## config.mk

```make
export PLATFORM = sky130hd
export DESIGN_NAME = timer_event_generation
export DESIGN_NICKNAME = d
export VERILOG_FILES = /design/src/core/tevt_pkg.sv /design/src/core/capture_edge_sync.sv /design/src/core/timer_event_generation.sv
export SDC_FILE = /design/constraint.sdc
export NUM_CORES = 1
export LEC_CHECK = 0
export ABC_AREA = 1
export CORE_ASPECT_RATIO = 0.8
export CORE_UTILIZATION = 25
export CTS_CLUSTER_SIZE = 16
export DETAILED_ROUTE_END_ITERATION = 12
export DONT_BUFFER_PORTS = 1
export GPL_ROUTABILITY_DRIVEN = 0
export GPL_TIMING_DRIVEN = 1
export HOLD_SLACK_MARGIN = 0.03
export MAX_ROUTING_LAYER = met4
export PLACE_DENSITY = 0.4
export RECOVER_POWER = 50
export REMOVE_ABC_BUFFERS = 1
export SLEW_MARGIN = 25
export SYNTH_ARGS = -nofsm -noshare
export SYNTH_HDL_FRONTEND = slang
export SYNTH_SLANG_ARGS = --single-unit
```

## constraint.sdc

```tcl
create_clock -name ref_clk -period 3.15 [get_ports ref_clk]
set_input_delay 0.63 -clock ref_clk [delete_from_list [all_inputs] [get_ports ref_clk]]
set_output_delay 0.63 -clock ref_clk [all_outputs]
set_load 0.1 [all_outputs]
```

## src/core/tevt_pkg.sv

```systemverilog
// constants, register map and carrier types for the timer event generation block
package tevt_pkg;
    localparam int ADDR_W = 8;
    localparam int DATA_W = 32;
    localparam int CNT_W = 16;
    localparam int NCH = 4;

    // register byte offsets
    localparam logic [ADDR_W-1:0] CTRL_OFFSET = 8'h00;
    localparam logic [ADDR_W-1:0] STATUS_OFFSET = 8'h10;
    localparam logic [ADDR_W-1:0] EVTGEN_OFFSET = 8'h14;
    localparam logic [ADDR_W-1:0] CFG_PRELOAD_OFFSET = 8'h20;
    localparam logic [ADDR_W-1:0] CFG_ACTIVE_OFFSET = 8'h24;
    localparam logic [ADDR_W-1:0] COMPARE_BASE = 8'h34;
    localparam logic [ADDR_W-1:0] COMPARE_STRIDE = 8'h04;

    // event generation register fields
    localparam int EVT_W = 8;
    localparam int EVT_UPDATE_BIT = 0;
    localparam int EVT_CHAN_BIT = 1;
    localparam int EVT_COMM_BIT = 5;
    localparam int EVT_TRIG_BIT = 6;
    localparam int EVT_BREAK_BIT = 7;
    localparam logic [15:0] EVTGEN_RESET = 16'h0000;

    // control register: fields of ctrl_t in bits 13:0, output enable above
    localparam int CTRL_W = 14;
    localparam int MOE_BIT = 14;
    localparam int STATUS_W = 11;
    localparam int CFG_W = 20;

    // channels that own complementary outputs
    localparam logic [NCH-1:0] COMPL_CHANNELS = 4'h7;

    typedef struct packed {
        logic [NCH-1:0] capturePolarity;
        logic [NCH-1:0] chanIsInput;
        logic chanControlPreload;
        logic updateRequestSource;
        logic updateDisable;
        logic countDown;
        logic [1:0] centerAlignSelect;
    } ctrl_t;

    typedef struct packed {
        logic [NCH-1:0] chanOvercaptureFlag;
        logic breakFlag;
        logic triggerFlag;
        logic [NCH-1:0] chanEventFlag;
        logic updateFlag;
    } status_t;

    typedef struct packed {
        logic [NCH-1:0][2:0] outputCompareMode;
        logic [NCH-1:0] complementaryOutputEnable;
        logic [NCH-1:0] channelOutputEnable;
    } chan_cfg_t;

    localparam ctrl_t CTRL_RESET = '0;
    localparam status_t STATUS_RESET = '0;
    localparam chan_cfg_t CFG_RESET = '0;
endpackage

```

## src/core/capture_edge_sync.sv

```systemverilog
// input pin synchroniser and polarity-selected edge detector for one capture channel
`timescale 1ns/1ps
`default_nettype none
module capture_edge_sync (
    // clock and reset
    input wire logic ref_clk,
    input wire logic resetn,
    // pin and polarity
    input wire logic pinIn,
    input wire logic fallingEdge,
    // detected edge
    output logic edgePulse
);
    logic meta_q;
    logic sync_q;
    logic prev_q;
    logic rising;
    logic falling;

    // two stages before any logic looks at the pin
    always_ff @(posedge ref_clk or negedge resetn)
    begin
        if (!resetn)
        begin
            meta_q <= 1'b0;
            sync_q <= 1'b0;
            prev_q <= 1'b0;
        end
        else
        begin
            meta_q <= pinIn;
            sync_q <= meta_q;
            prev_q <= sync_q;
        end
    end

    assign rising = sync_q & ~prev_q;
    assign falling = ~sync_q & prev_q;
    assign edgePulse = fallingEdge ? falling : rising;
endmodule
`default_nettype wire

```

## src/core/timer_event_generation.sv

```systemverilog
// timer software event generation, channel and update status flags, capture registers
//
// Notes on behaviour
// - output channel, edge-aligned: flag set when counter equals compare value
// - compare above reload: flag on overflow (up, centre) or underflow (down)
// - input channel: flag set when a selected-polarity edge captures the counter
// - input mode: flag cleared by software write or by reading capture register
// - update flag bit 0 set at repetition zero unless updates disabled; software clears
// - software update sets update flag only with update disable and source zero
// - trigger reinitialisation sets update flag with update disable and source zero
// - bit 7 raises break: output enable cleared, break flag set, self-clears
// - bit 6 raises trigger: trigger flag set, bit self-clears
// - bit 5 commutation transfers complementary channel config when preload on
// - bit 1 raises channel 1 event, self-clears; output mode sets flag
// - software event in input mode captures counter and sets channel flag
// - capture while channel flag already set also sets overcapture flag
// - bit 0 update reinitialises counter: zero, or reload when counting down
//
// The implementer's own choice: strobed register access.
`timescale 1ns/1ps
`default_nettype none
module timer_event_generation (
    // clock and reset
    input wire logic ref_clk,
    input wire logic resetn,
    // register port
    input wire logic [tevt_pkg::ADDR_W-1:0] regAddr,
    input wire logic [tevt_pkg::DATA_W-1:0] regWdata,
    input wire logic regWrite,
    input wire logic regRead,
    output logic [tevt_pkg::DATA_W-1:0] regRdata,
    // counter core
    input wire logic [tevt_pkg::CNT_W-1:0] counterValue,
    input wire logic [tevt_pkg::CNT_W-1:0] autoReloadValue,
    input wire logic counterOverflow,
    input wire logic counterUnderflow,
    input wire logic repetitionZero,
    input wire logic triggerReinit,
    // channel input pins
    input wire logic [tevt_pkg::NCH-1:0] chanInputSignal,
    // counter control
    output logic counterReinit,
    output logic [tevt_pkg::CNT_W-1:0] counterReinitValue,
    output logic prescalerClear,
    // event strobes
    output logic updateEvent,
    output logic triggerEvent,
    output logic breakEvent,
    output logic commutationEvent,
    // output stage and flags
    output logic mainOutputEnable,
    output tevt_pkg::chan_cfg_t activeChanConfig,
    output tevt_pkg::status_t statusFlags
);
    localparam int NCH = tevt_pkg::NCH;
    localparam int CNT_W = tevt_pkg::CNT_W;
    localparam int DATA_W = tevt_pkg::DATA_W;
    localparam int STATUS_W = tevt_pkg::STATUS_W;

    function automatic logic [tevt_pkg::ADDR_W-1:0] compareOffset(input int idx);
        return tevt_pkg::COMPARE_BASE + tevt_pkg::ADDR_W'(idx) * tevt_pkg::COMPARE_STRIDE;
    endfunction

    // register state
    tevt_pkg::ctrl_t ctrl_q;
    logic moe_q;
    logic moe_d;
    tevt_pkg::status_t status_q;
    logic [STATUS_W-1:0] status_d;
    tevt_pkg::chan_cfg_t cfgPreload_q;
    tevt_pkg::chan_cfg_t cfgActive_q;
    tevt_pkg::chan_cfg_t cfgActive_d;
    logic [tevt_pkg::EVT_W-1:0] evtPulse_q;
    logic [CNT_W-1:0] compare_q [NCH];
    logic [NCH-1:0] match_q;
    logic [DATA_W-1:0] rdata_q;
    logic [DATA_W-1:0] rdMux;

    // output registers
    logic counterReinit_q;
    logic [CNT_W-1:0] reinitValue_q;
    logic prescalerClear_q;
    logic updateEvent_q;
    logic triggerEvent_q;
    logic breakEvent_q;
    logic commEvent_q;

    // address decode
    logic wrCtrl;
    logic wrStatus;
    logic wrEvtgen;
    logic wrCfg;
    assign wrCtrl = regWrite && (regAddr == tevt_pkg::CTRL_OFFSET);
    assign wrStatus = regWrite && (regAddr == tevt_pkg::STATUS_OFFSET);
    assign wrEvtgen = regWrite && (regAddr == tevt_pkg::EVTGEN_OFFSET);
    assign wrCfg = regWrite && (regAddr == tevt_pkg::CFG_PRELOAD_OFFSET);

    // software events, each alive for exactly one cycle after the write
    logic swUpdate;
    logic [NCH-1:0] swChan;
    logic swComm;
    logic swTrig;
    logic swBreak;
    assign swUpdate = evtPulse_q[tevt_pkg::EVT_UPDATE_BIT];
    assign swChan = evtPulse_q[tevt_pkg::EVT_CHAN_BIT +: NCH];
    assign swComm = evtPulse_q[tevt_pkg::EVT_COMM_BIT];
    assign swTrig = evtPulse_q[tevt_pkg::EVT_TRIG_BIT];
    assign swBreak = evtPulse_q[tevt_pkg::EVT_BREAK_BIT];

    // counting mode
    logic centerMode;
    logic downMode;
    logic updateAllowed;
    logic sourceAllowed;
    logic beyondEdge;
    assign centerMode = (ctrl_q.centerAlignSelect != 2'h0);
    assign downMode = ctrl_q.countDown && !centerMode;
    assign updateAllowed = !ctrl_q.updateDisable;
    assign sourceAllowed = updateAllowed && !ctrl_q.updateRequestSource;
    assign beyondEdge = (counterOverflow && !downMode) || (counterUnderflow && downMode);

    // update flag sources
    logic updateSet;
    logic updateHappens;
    assign updateSet = (repetitionZero && updateAllowed)
        || (swUpdate && sourceAllowed)
        || (triggerReinit && sourceAllowed);
    assign updateHappens = updateAllowed && (repetitionZero || swUpdate || triggerReinit);

    // per-channel capture and compare
    logic [NCH-1:0] hwEdge;
    logic [NCH-1:0] matchNow;
    logic [NCH-1:0] beyondHit;
    logic [NCH-1:0] capture;
    logic [NCH-1:0] chanSet;
    logic [NCH-1:0] ovcSet;
    logic [NCH-1:0] wrCmp;
    logic [NCH-1:0] rdCmpClr;
    logic [NCH-1:0] take;

    generate
        for (genvar i = 0; i < NCH; i++)
        begin : g_chan
            logic [CNT_W-1:0] cmpNext;

            capture_edge_sync u_sync (
                .ref_clk(ref_clk),
                .resetn(resetn),
                .pinIn(chanInputSignal[i]),
                .fallingEdge(ctrl_q.capturePolarity[i]),
                .edgePulse(hwEdge[i])
            );

            // centre-aligned counting never flags an equality
            assign matchNow[i] = !ctrl_q.chanIsInput[i] && !centerMode
                && (counterValue == compare_q[i]);
            // compare above reload can never match, so the wrap stands in
            assign beyondHit[i] = !ctrl_q.chanIsInput[i]
                && (compare_q[i] > autoReloadValue) && beyondEdge;
            assign capture[i] = ctrl_q.chanIsInput[i] && (hwEdge[i] || swChan[i]);
            assign chanSet[i] = capture[i] || (!ctrl_q.chanIsInput[i]
                && (swChan[i] || (matchNow[i] && !match_q[i]) || beyondHit[i]));
            assign ovcSet[i] = capture[i] && status_q.chanEventFlag[i];
            assign wrCmp[i] = regWrite && (regAddr == compareOffset(i))
                && !ctrl_q.chanIsInput[i];
            assign rdCmpClr[i] = regRead && (regAddr == compareOffset(i))
                && ctrl_q.chanIsInput[i];
            // capture beats software; input-mode writes are dropped
            assign cmpNext = capture[i] ? counterValue
                : (wrCmp[i] ? regWdata[CNT_W-1:0] : compare_q[i]);
            // channels without complementary outputs never wait for commutation
            assign take[i] = !tevt_pkg::COMPL_CHANNELS[i]
                || !ctrl_q.chanControlPreload || swComm;

            always_ff @(posedge ref_clk or negedge resetn)
            begin
                if (!resetn)
                begin
                    compare_q[i] <= '0;
                end
                else
                begin
                    compare_q[i] <= cmpNext;
                end
            end
        end
    endgenerate

    // status flags: set wins over any clear in the same cycle
    logic [STATUS_W-1:0] statusSet;
    logic [STATUS_W-1:0] statusClr;
    assign statusSet = {ovcSet, swBreak, swTrig, chanSet, updateSet};
    assign statusClr = (wrStatus ? ~regWdata[STATUS_W-1:0] : '0)
        | {6'h00, rdCmpClr, 1'b0};
    assign status_d = (status_q & ~statusClr) | statusSet;

    // break clears the output enable even against a software set
    assign moe_d = swBreak ? 1'b0 : (wrCtrl ? regWdata[tevt_pkg::MOE_BIT] : moe_q);

    // configuration transfer to the active copy
    always_comb
    begin
        cfgActive_d = cfgActive_q;
        for (int k = 0; k < NCH; k++)
        begin
            if (take[k])
            begin
                cfgActive_d.channelOutputEnable[k] = cfgPreload_q.channelOutputEnable[k];
                cfgActive_d.complementaryOutputEnable[k] =
                    cfgPreload_q.complementaryOutputEnable[k];
                cfgActive_d.outputCompareMode[k] = cfgPreload_q.outputCompareMode[k];
            end
        end
    end

    // read selection; event generation and unmapped offsets read zero
    always_comb
    begin
        rdMux = '0;
        if (regAddr == tevt_pkg::CTRL_OFFSET)
        begin
            rdMux = {17'h00000, moe_q, ctrl_q};
        end
        else if (regAddr == tevt_pkg::STATUS_OFFSET)
        begin
            rdMux = {21'h000000, status_q};
        end
        else if (regAddr == tevt_pkg::CFG_PRELOAD_OFFSET)
        begin
            rdMux = {12'h000, cfgPreload_q};
        end
        else if (regAddr == tevt_pkg::CFG_ACTIVE_OFFSET)
        begin
            rdMux = {12'h000, cfgActive_q};
        end
        else
        begin
            for (int k = 0; k < NCH; k++)
            begin
                if (regAddr == compareOffset(k))
                begin
                    rdMux = {16'h0000, compare_q[k]};
                end
            end
        end
    end

    // control and configuration registers
    always_ff @(posedge ref_clk or negedge resetn)
    begin
        if (!resetn)
        begin
            ctrl_q <= tevt_pkg::CTRL_RESET;
            cfgPreload_q <= tevt_pkg::CFG_RESET;
            cfgActive_q <= tevt_pkg::CFG_RESET;
            moe_q <= 1'b0;
        end
        else
        begin
            if (wrCtrl)
            begin
                ctrl_q <= tevt_pkg::ctrl_t'(regWdata[tevt_pkg::CTRL_W-1:0]);
            end
            if (wrCfg)
            begin
                cfgPreload_q <= tevt_pkg::chan_cfg_t'(regWdata[tevt_pkg::CFG_W-1:0]);
            end
            cfgActive_q <= cfgActive_d;
            moe_q <= moe_d;
        end
    end

    // event generation: a one holds for one cycle, a zero does nothing
    always_ff @(posedge ref_clk or negedge resetn)
    begin
        if (!resetn)
        begin
            evtPulse_q <= tevt_pkg::EVTGEN_RESET[tevt_pkg::EVT_W-1:0];
        end
        else if (wrEvtgen)
        begin
            evtPulse_q <= regWdata[tevt_pkg::EVT_W-1:0];
        end
        else
        begin
            evtPulse_q <= '0;
        end
    end

    // flags, match history and read data
    always_ff @(posedge ref_clk or negedge resetn)
    begin
        if (!resetn)
        begin
            status_q <= tevt_pkg::STATUS_RESET;
            // counter and compare both sit at zero out of reset: no false match flag
            match_q <= '1;
            rdata_q <= '0;
        end
        else
        begin
            status_q <= tevt_pkg::status_t'(status_d);
            match_q <= matchNow;
            rdata_q <= regRead ? rdMux : '0;
        end
    end

    // event strobes and counter reinitialisation
    always_ff @(posedge ref_clk or negedge resetn)
    begin
        if (!resetn)
        begin
            counterReinit_q <= 1'b0;
            reinitValue_q <= '0;
            prescalerClear_q <= 1'b0;
            updateEvent_q <= 1'b0;
            triggerEvent_q <= 1'b0;
            breakEvent_q <= 1'b0;
            commEvent_q <= 1'b0;
        end
        else
        begin
            counterReinit_q <= swUpdate;
            prescalerClear_q <= swUpdate;
            if (swUpdate)
            begin
                reinitValue_q <= downMode ? autoReloadValue : '0;
            end
            updateEvent_q <= updateHappens;
            triggerEvent_q <= swTrig;
            breakEvent_q <= swBreak;
            commEvent_q <= swComm;
        end
    end

    assign regRdata = rdata_q;
    assign counterReinit = counterReinit_q;
    assign counterReinitValue = reinitValue_q;
    assign prescalerClear = prescalerClear_q;
    assign updateEvent = updateEvent_q;
    assign triggerEvent = triggerEvent_q;
    assign breakEvent = breakEvent_q;
    assign commutationEvent = commEvent_q;
    assign mainOutputEnable = moe_q;
    assign activeChanConfig = cfgActive_q;
    assign statusFlags = status_q;
endmodule
`default_nettype wire

```

# Word-level counts from Yosys, hierarchy flattened
# Index checks and enable logic that the tools add are counted.
# op_classes
addsub	0
multipliers	0
div_mod_pow	0
n_lt_le_gt_ge	4
eq_ne	12
shift	0
mux	26
bitwise_logic	21
n_reduce_logical	102
# op_table
operator	n
2-to-1 mux 32 bit	8
2-to-1 mux 16 bit	10
== test 16 bit	4
> comparator 16 bit	4
logical AND 1 bit	60
== test 8 x 6 -> 1 bit, second input constant	5
logical OR 1 bit	22
NOT 11 bit	2
== test 8 x 5 -> 1 bit, second input constant	2
logical NOT 1 bit	13
nonzero test 2 bit	6
bitwise AND 11 bit	1
2-to-1 mux 11 bit	1
bitwise OR 11 bit	1
bitwise OR 11 x 5 -> 11 bit	1
bitwise AND 1 bit	8
== test 8 x 7 -> 1 bit, second input constant	1
logical NOT 8 bit	1
2-to-1 mux 8 bit	1
NOT 1 bit	8
2-to-1 mux 1 bit	6
# totals
reg_bits	207
latch_bits	0
mem_bits_rw	0
romBits	0
in_bits	84
out_inout_bits	86
wordCells	217
memories	0

# Longest topological paths before layout
# Gate-level depths: netlist (run 1).
# depth
depth_word	11
ltp_mapped	14
ltp_nobuf	14

# Cells and area by module
# From an unflattened synthesis (run 1), not the netlist that was laid out.
# hier_totals
cells_unflattened	1533
hier_area_um2	11583.6
# by_module_without_submodules
mod	n_inst	cells_each	area_each_um2	seq_area_each_um2
timer_event_generation	1	1497	11183.2	4584.4
capture_edge_sync	4	9	100.1	75.1

# Least setup slack after synthesis (run 1)
# No wires, ideal clock.
# synth_path
path_kind	flip-flop to output port
startpoint	register prescalerClear_q (netlist: prescalerClear)
endpoint	output prescalerClear
arrival_ns	1.324
t_required_ns	2.520
setup_slack_ns	1.196
stages_incl_launch_ff	2
n_path_buf	1
path_cell_list	dfrtp_1 -> buf_4
# synth_rtl
item	line	rtl
start: declaration	timer_event_generation.sv:82	logic prescalerClear_q;
start signal: assignment	timer_event_generation.sv:324	prescalerClear_q <= swUpdate;
end: declaration	timer_event_generation.sv:44	output logic prescalerClear,
# No word-level cell between the ends.

# Worst setup path after layout (run 1)
# layout_path
startpoint	input regAddr[3] in the netlist's numbering
endpoint	register cfgPreload_q (netlist bit cfgActive_d[18])
# layout_between
elab_chain_len	2
# layout_rtl
item	line	rtl
start: declaration	timer_event_generation.sv:27	input wire logic [tevt_pkg::ADDR_W-1:0] regAddr,
== test 8 x 6 -> 1 bit	timer_event_generation.sv:96	assign wrCfg = regWrite && (regAddr == tevt_pkg::CFG_PRELOAD_OFFSET);
logical AND 1 bit	timer_event_generation.sv:96	
end signal: assignment	timer_event_generation.sv:254	cfgPreload_q <= tevt_pkg::CFG_RESET;
end signal: assignment	timer_event_generation.sv:266	cfgPreload_q <= tevt_pkg::chan_cfg_t'(regWdata[tevt_pkg::CFG_W-1:0]);
end: declaration	timer_event_generation.sv:70	tevt_pkg::chan_cfg_t cfgPreload_q;
# Every way passes these cells.
# A chain may end at the register's enable or synchronous reset.

==> results of run 1 <==
==> worst paths after layout <==
kind / startpoint / endpoint / slack, ns / depth (start not counted)
min reg2reg: g_chan[0].u_sync.meta_q$_DFF_PN0_ / g_chan[0].u_sync.sync_q$_DFF_PN0_ / 0.35 / 0
min: resetn / counterReinitValue[8]$_DFFE_PN0P_ / -0.16 / 0
max reg2reg: compare_q[61]$_DFFE_PN0P_ / statusFlags[1]$_DFF_PN0_ / 1.04 / 10
max in group asynchronous: resetn / compare_q[18]$_DFFE_PN0P_ / 2.78 / 0
max: regAddr[3] / cfgActive_d[18]$_DFFE_PN0P_ / 0.80 / 6
min in group ref_clk: chanInputSignal[2] / g_chan[2].u_sync.meta_q$_DFF_PN0_ / 0.18 / 0
==> kinds of logic after synthesis <==
family,Yosys count,synth area share [%]
AO/OA/AOI/OAI,321,15.27
buffers and inverters,248,9.096
XOR/XNOR,26,2.009
adder cells (fa/ha/maj),64,7.065
other,1,0.03308
AND/OR/NAND/NOR,593,22.06
flip-flops,195,43.10
multiplexers,14,1.380
==> metal layers <==
layer	global-route usage (%)	wire [um]	up-vias
met3	6.036	3649	53
li1	-	-	4731
met5	-	0	-
met2	29.55	19750	335
met4	5.585	945	0
met1	27.73	21080	4788
==> synthesized netlist by cell type, types with 11 or more instances <==
master and count:
sky130_fd_sc_hd__a21oi_1 75, sky130_fd_sc_hd__nand3_1 76, sky130_fd_sc_hd__clkbuf_1 35, sky130_fd_sc_hd__buf_4 16
sky130_fd_sc_hd__ha_1 64, sky130_fd_sc_hd__mux2_2 13, sky130_fd_sc_hd__nand2_1 337, sky130_fd_sc_hd__inv_1 170
sky130_fd_sc_hd__dfrtp_1 191, sky130_fd_sc_hd__o221ai_1 11, sky130_fd_sc_hd__o21ai_0 177, sky130_fd_sc_hd__nand4_1 20
sky130_fd_sc_hd__xor2_1 14, sky130_fd_sc_hd__nor2_1 124, sky130_fd_sc_hd__xnor2_1 12, sky130_fd_sc_hd__o22ai_1 35
sky130_fd_sc_hd__buf_2 18
==> through the flow <==
| stage | area [sq um] | total power [mW] |
|---|---|---|
| floorplan | 11010 | 4.482 |
| global route | 12540 | 7.717 |
| global placement | 12000 | 5.043 |
| detailed placement | 12000 | 5.075 |
| CTS | 12560 | 7.353 |
| finish | 12540 | 7.280 |
==> area by class of cell <==
class                   count  share of cell area, %
clock buffers              19                  3.531
flip-flops and latches    195                  38.96
repair buffers             30                  1.706
multi-input cells        1030                  43.51
well taps                 603                  6.015
inverters                 177                  5.317
clock inverters            12                 0.9576
==> worst max-delay path, stage by stage <==
cell                      delay [ns]
sky130_fd_sc_hd__or2_0          0.21
sky130_fd_sc_hd__nor2_1         0.30
sky130_fd_sc_hd__inv_1          0.19
sky130_fd_sc_hd__nor2_1         0.36
sky130_fd_sc_hd__nand2_2        0.55
sky130_fd_sc_hd__mux2_2         0.46
==> power by group <==
| part | switching (mW) | leakage (nW) | internal, mW |
|---|---|---|---|
| registers | 0.681 | 2.42 | 2.80 |
| clock network | 1.12 | 0.270 | 1.12 |
| logic | 0.958 | 3.33 | 0.594 |
==> sequential cells by signal (all words and copies together), names as in the netlist, 4 cells and up <==
register / count
compare_q: 64
activeChanConfig: 20
regRdata: 20
counterReinitValue: 16
cfgPreload_q: 15
ctrl_q: 14
statusFlags: 11
evtPulse_q: 8
cfgActive_d: 5
g_chan.u_sync.meta_q: 4
g_chan.u_sync.prev_q: 4
g_chan.u_sync.sync_q: 4
match_q: 4
==> cells in the final DEF (no fill, tap or decap), drive strengths merged, types with 9 or more instances in the layout <==
cell / synthesis / routed
nand2: 345 / 345
dfrtp: 191 / 191
o21ai: 184 / 184
inv: 174 / 179
nor2: 132 / 132
nand3: 80 / 80
a21oi: 75 / 75
ha: 64 / 64
o22ai: 35 / 35
buf: 36 / 27
clkbuf: 35 / 22
nand4: 20 / 20
xor2: 14 / 14
mux2: 13 / 13
xnor2: 12 / 12
conb: 1 / 12
o221ai: 11 / 11
or2: 9 / 9
==> results.md, run 1 <==
* Outcome: complete, but fails checks
* Failing checks: hold timing, capacitance limit, slew limit
* Filler Cells Inserted at 4939
* Area of combinational cells with multiple inputs at 5458 sq um
* Number of buffers inserted during clock tree synthesis at 17
* Die H at 192.5 um
* Syn-to-layout area delta at 10.66%
* Number of nets in the layout at 1599
* Class of the tightest hold or removal check: input port to async pin
* Worst-case setup margin in the final layout at 0.7982 ns
* Leakage power figure at 6.023 nW
* Worst-path maximum fanout at 36
* Share of the yosys chip area belonging to registers at 43.10%
* Total congestion overflow at 0
* Min Tclk post-route at 2.352 ns
* Initial core utilization at 25.44%
* Transition time at the pin with the least slew margin at 1.518 ns
* Setup-violating endpoint count in the final report at 0
* Hold_ws at -0.1555 ns
* Clock skew at 0.01412 ns
* Post-Synthesis Mean Instance Area at 7.753 sq um
* CTS tree: done
* DP Wirelength at 34060 um
* Worst rel slew slack at -1.212%
* Gate Count Post-Synth at 1462
* Period utilisation layout at 74.66%
* Core area at 44550 sq um
* Floorplan die width at 240.1 um
* Number of nets with antenna violations after routing at 0
* Predominant post-synthesis flop cell: sky130_fd_sc_hd__dfrtp_1
* Drt initial violations at 876
* Non-Filler Instances at 2066
* Clock Latency Late Sink at 0.48 ns
* Instance count after placement with tap cells included at 2035
* Worst setup EP type: flip-flop
* Total inserted antenna cells at 0
* GRT Overall Usage at 20.52%
* Total negative slack for setup checks at 0 ns
* Arrival time of data at the critical path endpoint at 2.71 ns
* Number of resized instances in the post-cts repair step at 0
* Cell types with the largest area share after synthesis: sky130_fd_sc_hd__dfrtp_1, sky130_fd_sc_hd__nand2_1, sky130_fd_sc_hd__o21ai_0
* Residual DRC count at 0
* Total of warnings raised by yosys at 0
* Number of vias per cell at 4.795
* Sequential standard cell area at 4887 sq um
* Post-DR wirelength/cell at 21.98 um
* IO Port Bufs at 0
* Pre-Repair DR Iteration Count at 6
* Die ar. at 46200 sq um
* Global-route wire length before repair at 65230 um
* Buffer depth of the longest clock path at 2
* Synthesized flop and latch total at 195
* Maximum number of pins on one net before global-route repair at 196
* Share of final-layout standard cells stronger than drive strength 1 at 7.450%
* Unrepaired setup endpoints after global routing: no
* Number of levels in the clock H-tree at 4
* Core occupancy in the finished layout at 28.16%
* Endpoint required time on the critical path at 3.51 ns
* Buffer cell driving the clock tree root: sky130_fd_sc_hd__clkbuf_16
* Routed wire length at 45420 um
* Initial antenna violation count at 0
* Number of enable-type register cells in the synthesized netlist at 0
* Worst supply voltage drop on vdd at 0.0003590 V
* Area fraction of the dominant cell type after synthesis at 42.17%
* Cell variety after synth at 40
* Register clock-pin slew on the reported worst setup and hold paths at 0.08 ns
* Async set-or-reset flop fraction in the synthesized netlist at 100.0%
* Biggest area consumer among synthesized cells: sky130_fd_sc_hd__dfrtp_1
* Number of global-route vias before repair at 9313
* Number of vias after detailed routing at 9907
* Num ports at 170
* Cell area after synthesis at 11330 sq um
* CP Launch Type: input port
* Setup slack at placement at 0.5542 ns
* Crit path kind: input port to flip-flop
* Hold violation count in the final report at 191
* Final number of max-transition violations at 34
* Setup Buffers After CTS at 0
* Maximum clock frequency at 425.2 MHz
* Power density of the placed cells at 580.4 nW/um^2
* Site row count at 69
* Clock sink total at 195
* Max-cap check violation count at 1
Power figures use the tool's default switching activity.
==> run 2: changes to the inputs <==
- PLACE_DENSITY: 0.4 -> 0.42
- clock period: 3.15 -> 2.1 ns (I/O delays scaled with it)
==> run 2 against run 1 <==
  * The flow finishes with violations (hold timing)
  * Routed wire length decreased by 1.1%
  * Final area up 6.4%
  * Register-to-register slack lost 0.88 ns
  * Clock skew shrank 0.0036 ns
==> results.md, run 2 (synthesis gave the netlist of run 1 again) <==
* Outcome: complete, but fails checks
* Failing checks: hold timing
* Number of vias per cell at 4.737 (-1.2%)
* Num ports at 170 (unchanged)
* Number of buffers inserted during clock tree synthesis at 17 (unchanged)
* Share of final-layout standard cells stronger than drive strength 1 at 12.45% (+5.0 points)
* Total inserted antenna cells at 0 (unchanged)
* GRT Overall Usage at 20.39% (-0.13 points)
* Hold_buf cts at 4
* Initial antenna violation count at 0 (unchanged)
* Leakage power figure at 6.522 nW (+8.3%)
* Drt initial violations at 996 (+14%)
* Min Tclk post-route at 1.939 ns
* Launching instance or port of the critical path: compare_q[11]$_DFFE_PN0P_
* Critical register-to-register path endpoint: statusFlags[4]$_DFF_PN0_
* Pwr Total at 11.33 mW (+56%)
* Power density of the placed cells at 848.9 nW/um^2 (+46%)
* Maximum number of pins on one net before global-route repair at 196 (unchanged)
* Register clock-pin slew on the reported worst setup and hold paths at 0.08 ns (about the same)
* Number of resized instances in the post-cts repair step at 0 (unchanged)
* Endpoint required time on the critical path at 2.46 ns (-1.05 ns)
* Setup Buffers After CTS at 0 (unchanged)
* CP Launch Type: flip-flop
* Total negative slack for setup checks at 0 ns (unchanged)
* Sequential group share of total power at 42.9% (-5.0 points)
* Clock skew at 0.01048 ns (-0.003644 ns)
* Crit path kind: flip-flop to flip-flop
* Filler Cells Inserted at 4810 (-2.6%)
* Number of nets in the layout at 1688 (+5.6%)
* Residual DRC count at 0 (unchanged)
* Worst rel slew slack at 27.16% (+28 points)
* Critical path's slowest cell: sky130_fd_sc_hd__dfrtp_1
* Initial core utilization at 25.44% (unchanged)
* Die ar. at 46200 sq um (unchanged)
* Switch Pwr at 4.087 mW (+48%)
* Core area at 44550 sq um (unchanged)
* Worst setup EP type: flip-flop
* Buffer cell driving the clock tree root: sky130_fd_sc_hd__clkbuf_16
* Setup-violating endpoint count in the final report at 0 (unchanged)
* Maximum clock frequency at 515.7 MHz
* Worst r2r src: compare_q[11]$_DFFE_PN0P_
* Switching Fraction at 36.08% (-1.8 points)
* Post-DR wirelength/cell at 20.87 um (-5.1%)
* Hold_ws at -0.3582 ns (-0.2027 ns)
* Syn-to-layout area delta at 17.73%
* Number of global-route vias before repair at 9800 (+5.2%)
* IO Port Bufs at 0 (unchanged)
* Max-cap check violation count at 0 (-1)
* Commonest non-fill, non-tap cell in the layout: sky130_fd_sc_hd__nand2_1
* Class of the tightest hold or removal check: input port to async pin
* Unrepaired setup endpoints after global routing: no
* Global-route wire length before repair at 65920 um (+1.0%)
* Internal power consumption at 7.241 mW (+60%)
* Number of cells on the worst reg-to-reg path at 10 (unchanged)
* Clock sink total at 195 (unchanged)
* Share of total power in combinational logic at 24.7% (+3.4 points)
* Delay contributed by the slowest stage of the critical path at 0.45 ns (-0.10 ns)
* Number of nets with antenna violations after routing at 0 (unchanged)
* Final number of max-transition violations at 0 (-100%)
* Worst-path maximum fanout at 5 (-86%)
* Buffer depth of the longest clock path at 2 (unchanged)
* Site row count at 69 (unchanged)
* Hold violation count in the final report at 191 (unchanged)
* Floorplan die width at 240.1 um (unchanged)
* Die H at 192.5 um (unchanged)
* Number of levels in the clock H-tree at 4 (unchanged)
* Core occupancy in the finished layout at 29.95% (+1.8 points)
* Reg2reg setup slack at 0.16 ns (-0.88 ns)
* Transition time at the pin with the least slew margin at 1.093 ns (-0.4255 ns)
* Worst path most repeated cell: sky130_fd_sc_hd__nand2_1
* Number of flip-flops in the largest register at 64 (unchanged)
* Routed wire length at 44940 um (-1.1%)
* Arrival time of data at the critical path endpoint at 2.30 ns (-0.41 ns)
* Worst supply voltage drop on vdd at 0.0005040 V (+40%)
* Most used cells in the layout excluding fill and tap cells: sky130_fd_sc_hd__nand2_1, sky130_fd_sc_hd__dfrtp_1, sky130_fd_sc_hd__o21ai_0
* Critical-path cell list: ha_1 -> nand2_1 -> nor2_1 -> nand4_1 -> nor2_1 -> nor2_1 -> nand2_1 -> nand3_1 -> nand2_1 -> nand2_1
* Total congestion overflow at 0 (unchanged)
* Number of vias after detailed routing at 10198 (+2.9%)
* Pre-Repair DR Iteration Count at 6 (unchanged)
* Clock Latency Late Sink at 0.47 ns (about the same)
* Register with the most flip-flops: compare_q
* Period utilisation layout at 92.33%
* Part of the total power dissipated in the clock network at 32.4% (+1.6 points)
* CTS tree: done
* DP Wirelength at 33850 um (-0.63%)
==> run 2: worst max-delay path by stage <==
stage,to
6_report,statusFlags[4]$_DFF_PN0_
2_1_floorplan,cfgActive_d[17]$_DFFE_PN0P_
3_5_place_dp,statusFlags[4]$_DFF_PN0_
4_1_cts,statusFlags[4]$_DFF_PN0_
3_3_place_gp,statusFlags[4]$_DFF_PN0_
5_1_grt,activeChanConfig[15]$_DFFE_PN0P_
==> run 2: power groups by stage <==
stage,registers (mW),clock network (mW),logic (mW)
floorplan,4.99,0,1.73
global placement,4.93,0,2.70
detailed placement,4.93,0,2.76
CTS,4.86,3.80,2.78
global route,4.92,3.93,3.15
finish,4.86,3.67,2.80
==> run 2: metrics by stage <==
| stage | instances | hold slack [ns] | instance area, sq um | setup slack [ns] |
|---|---|---|---|---|
| after floorplan | 1402 | 0.1244 | 11010 | -0.1182 |
| after global placement | 2120 | 0.1294 | 12700 | 0.1008 |
| after detailed placement | 2120 | 0.1308 | 12700 | 0.1269 |
| after CTS | 2153 | -0.3819 | 13360 | 0.1824 |
| after global routing | 2153 | -0.3807 | 13340 | 0.01529 |
| final | 2153 | -0.3582 | 13340 | 0.1610 |
==> run 2: final cells by class <==
cell class              instances  area (sq um)  area share (%)
clock buffers                  19         452.9           3.394
clock inverters                10         171.4           1.285
inverters                     177         666.9           4.998
multi-input cells            1030          5460           40.92
flip-flops and latches        195          4886           36.62
well taps                     603         754.5           5.654
repair buffers                119         952.2           7.136
==> run 2: worst max-delay path, delay by kind of cell, from the launching register on <==
family	cells	cell delay [ns]
simple gates	9	1.05
flops	1	0.45
fa+ha+maj	1	0.33
==> run 2: metal layers <==
layer	vias up	track usage [%]	wire length, um	part of all wire [%]
met5	-	-	0	0
met4	0	4.973	703	1.6
met3	43	4.391	3202	7.1
met2	305	30.50	20180	45
met1	4928	27.85	20860	46
li1	4922	-	-	-
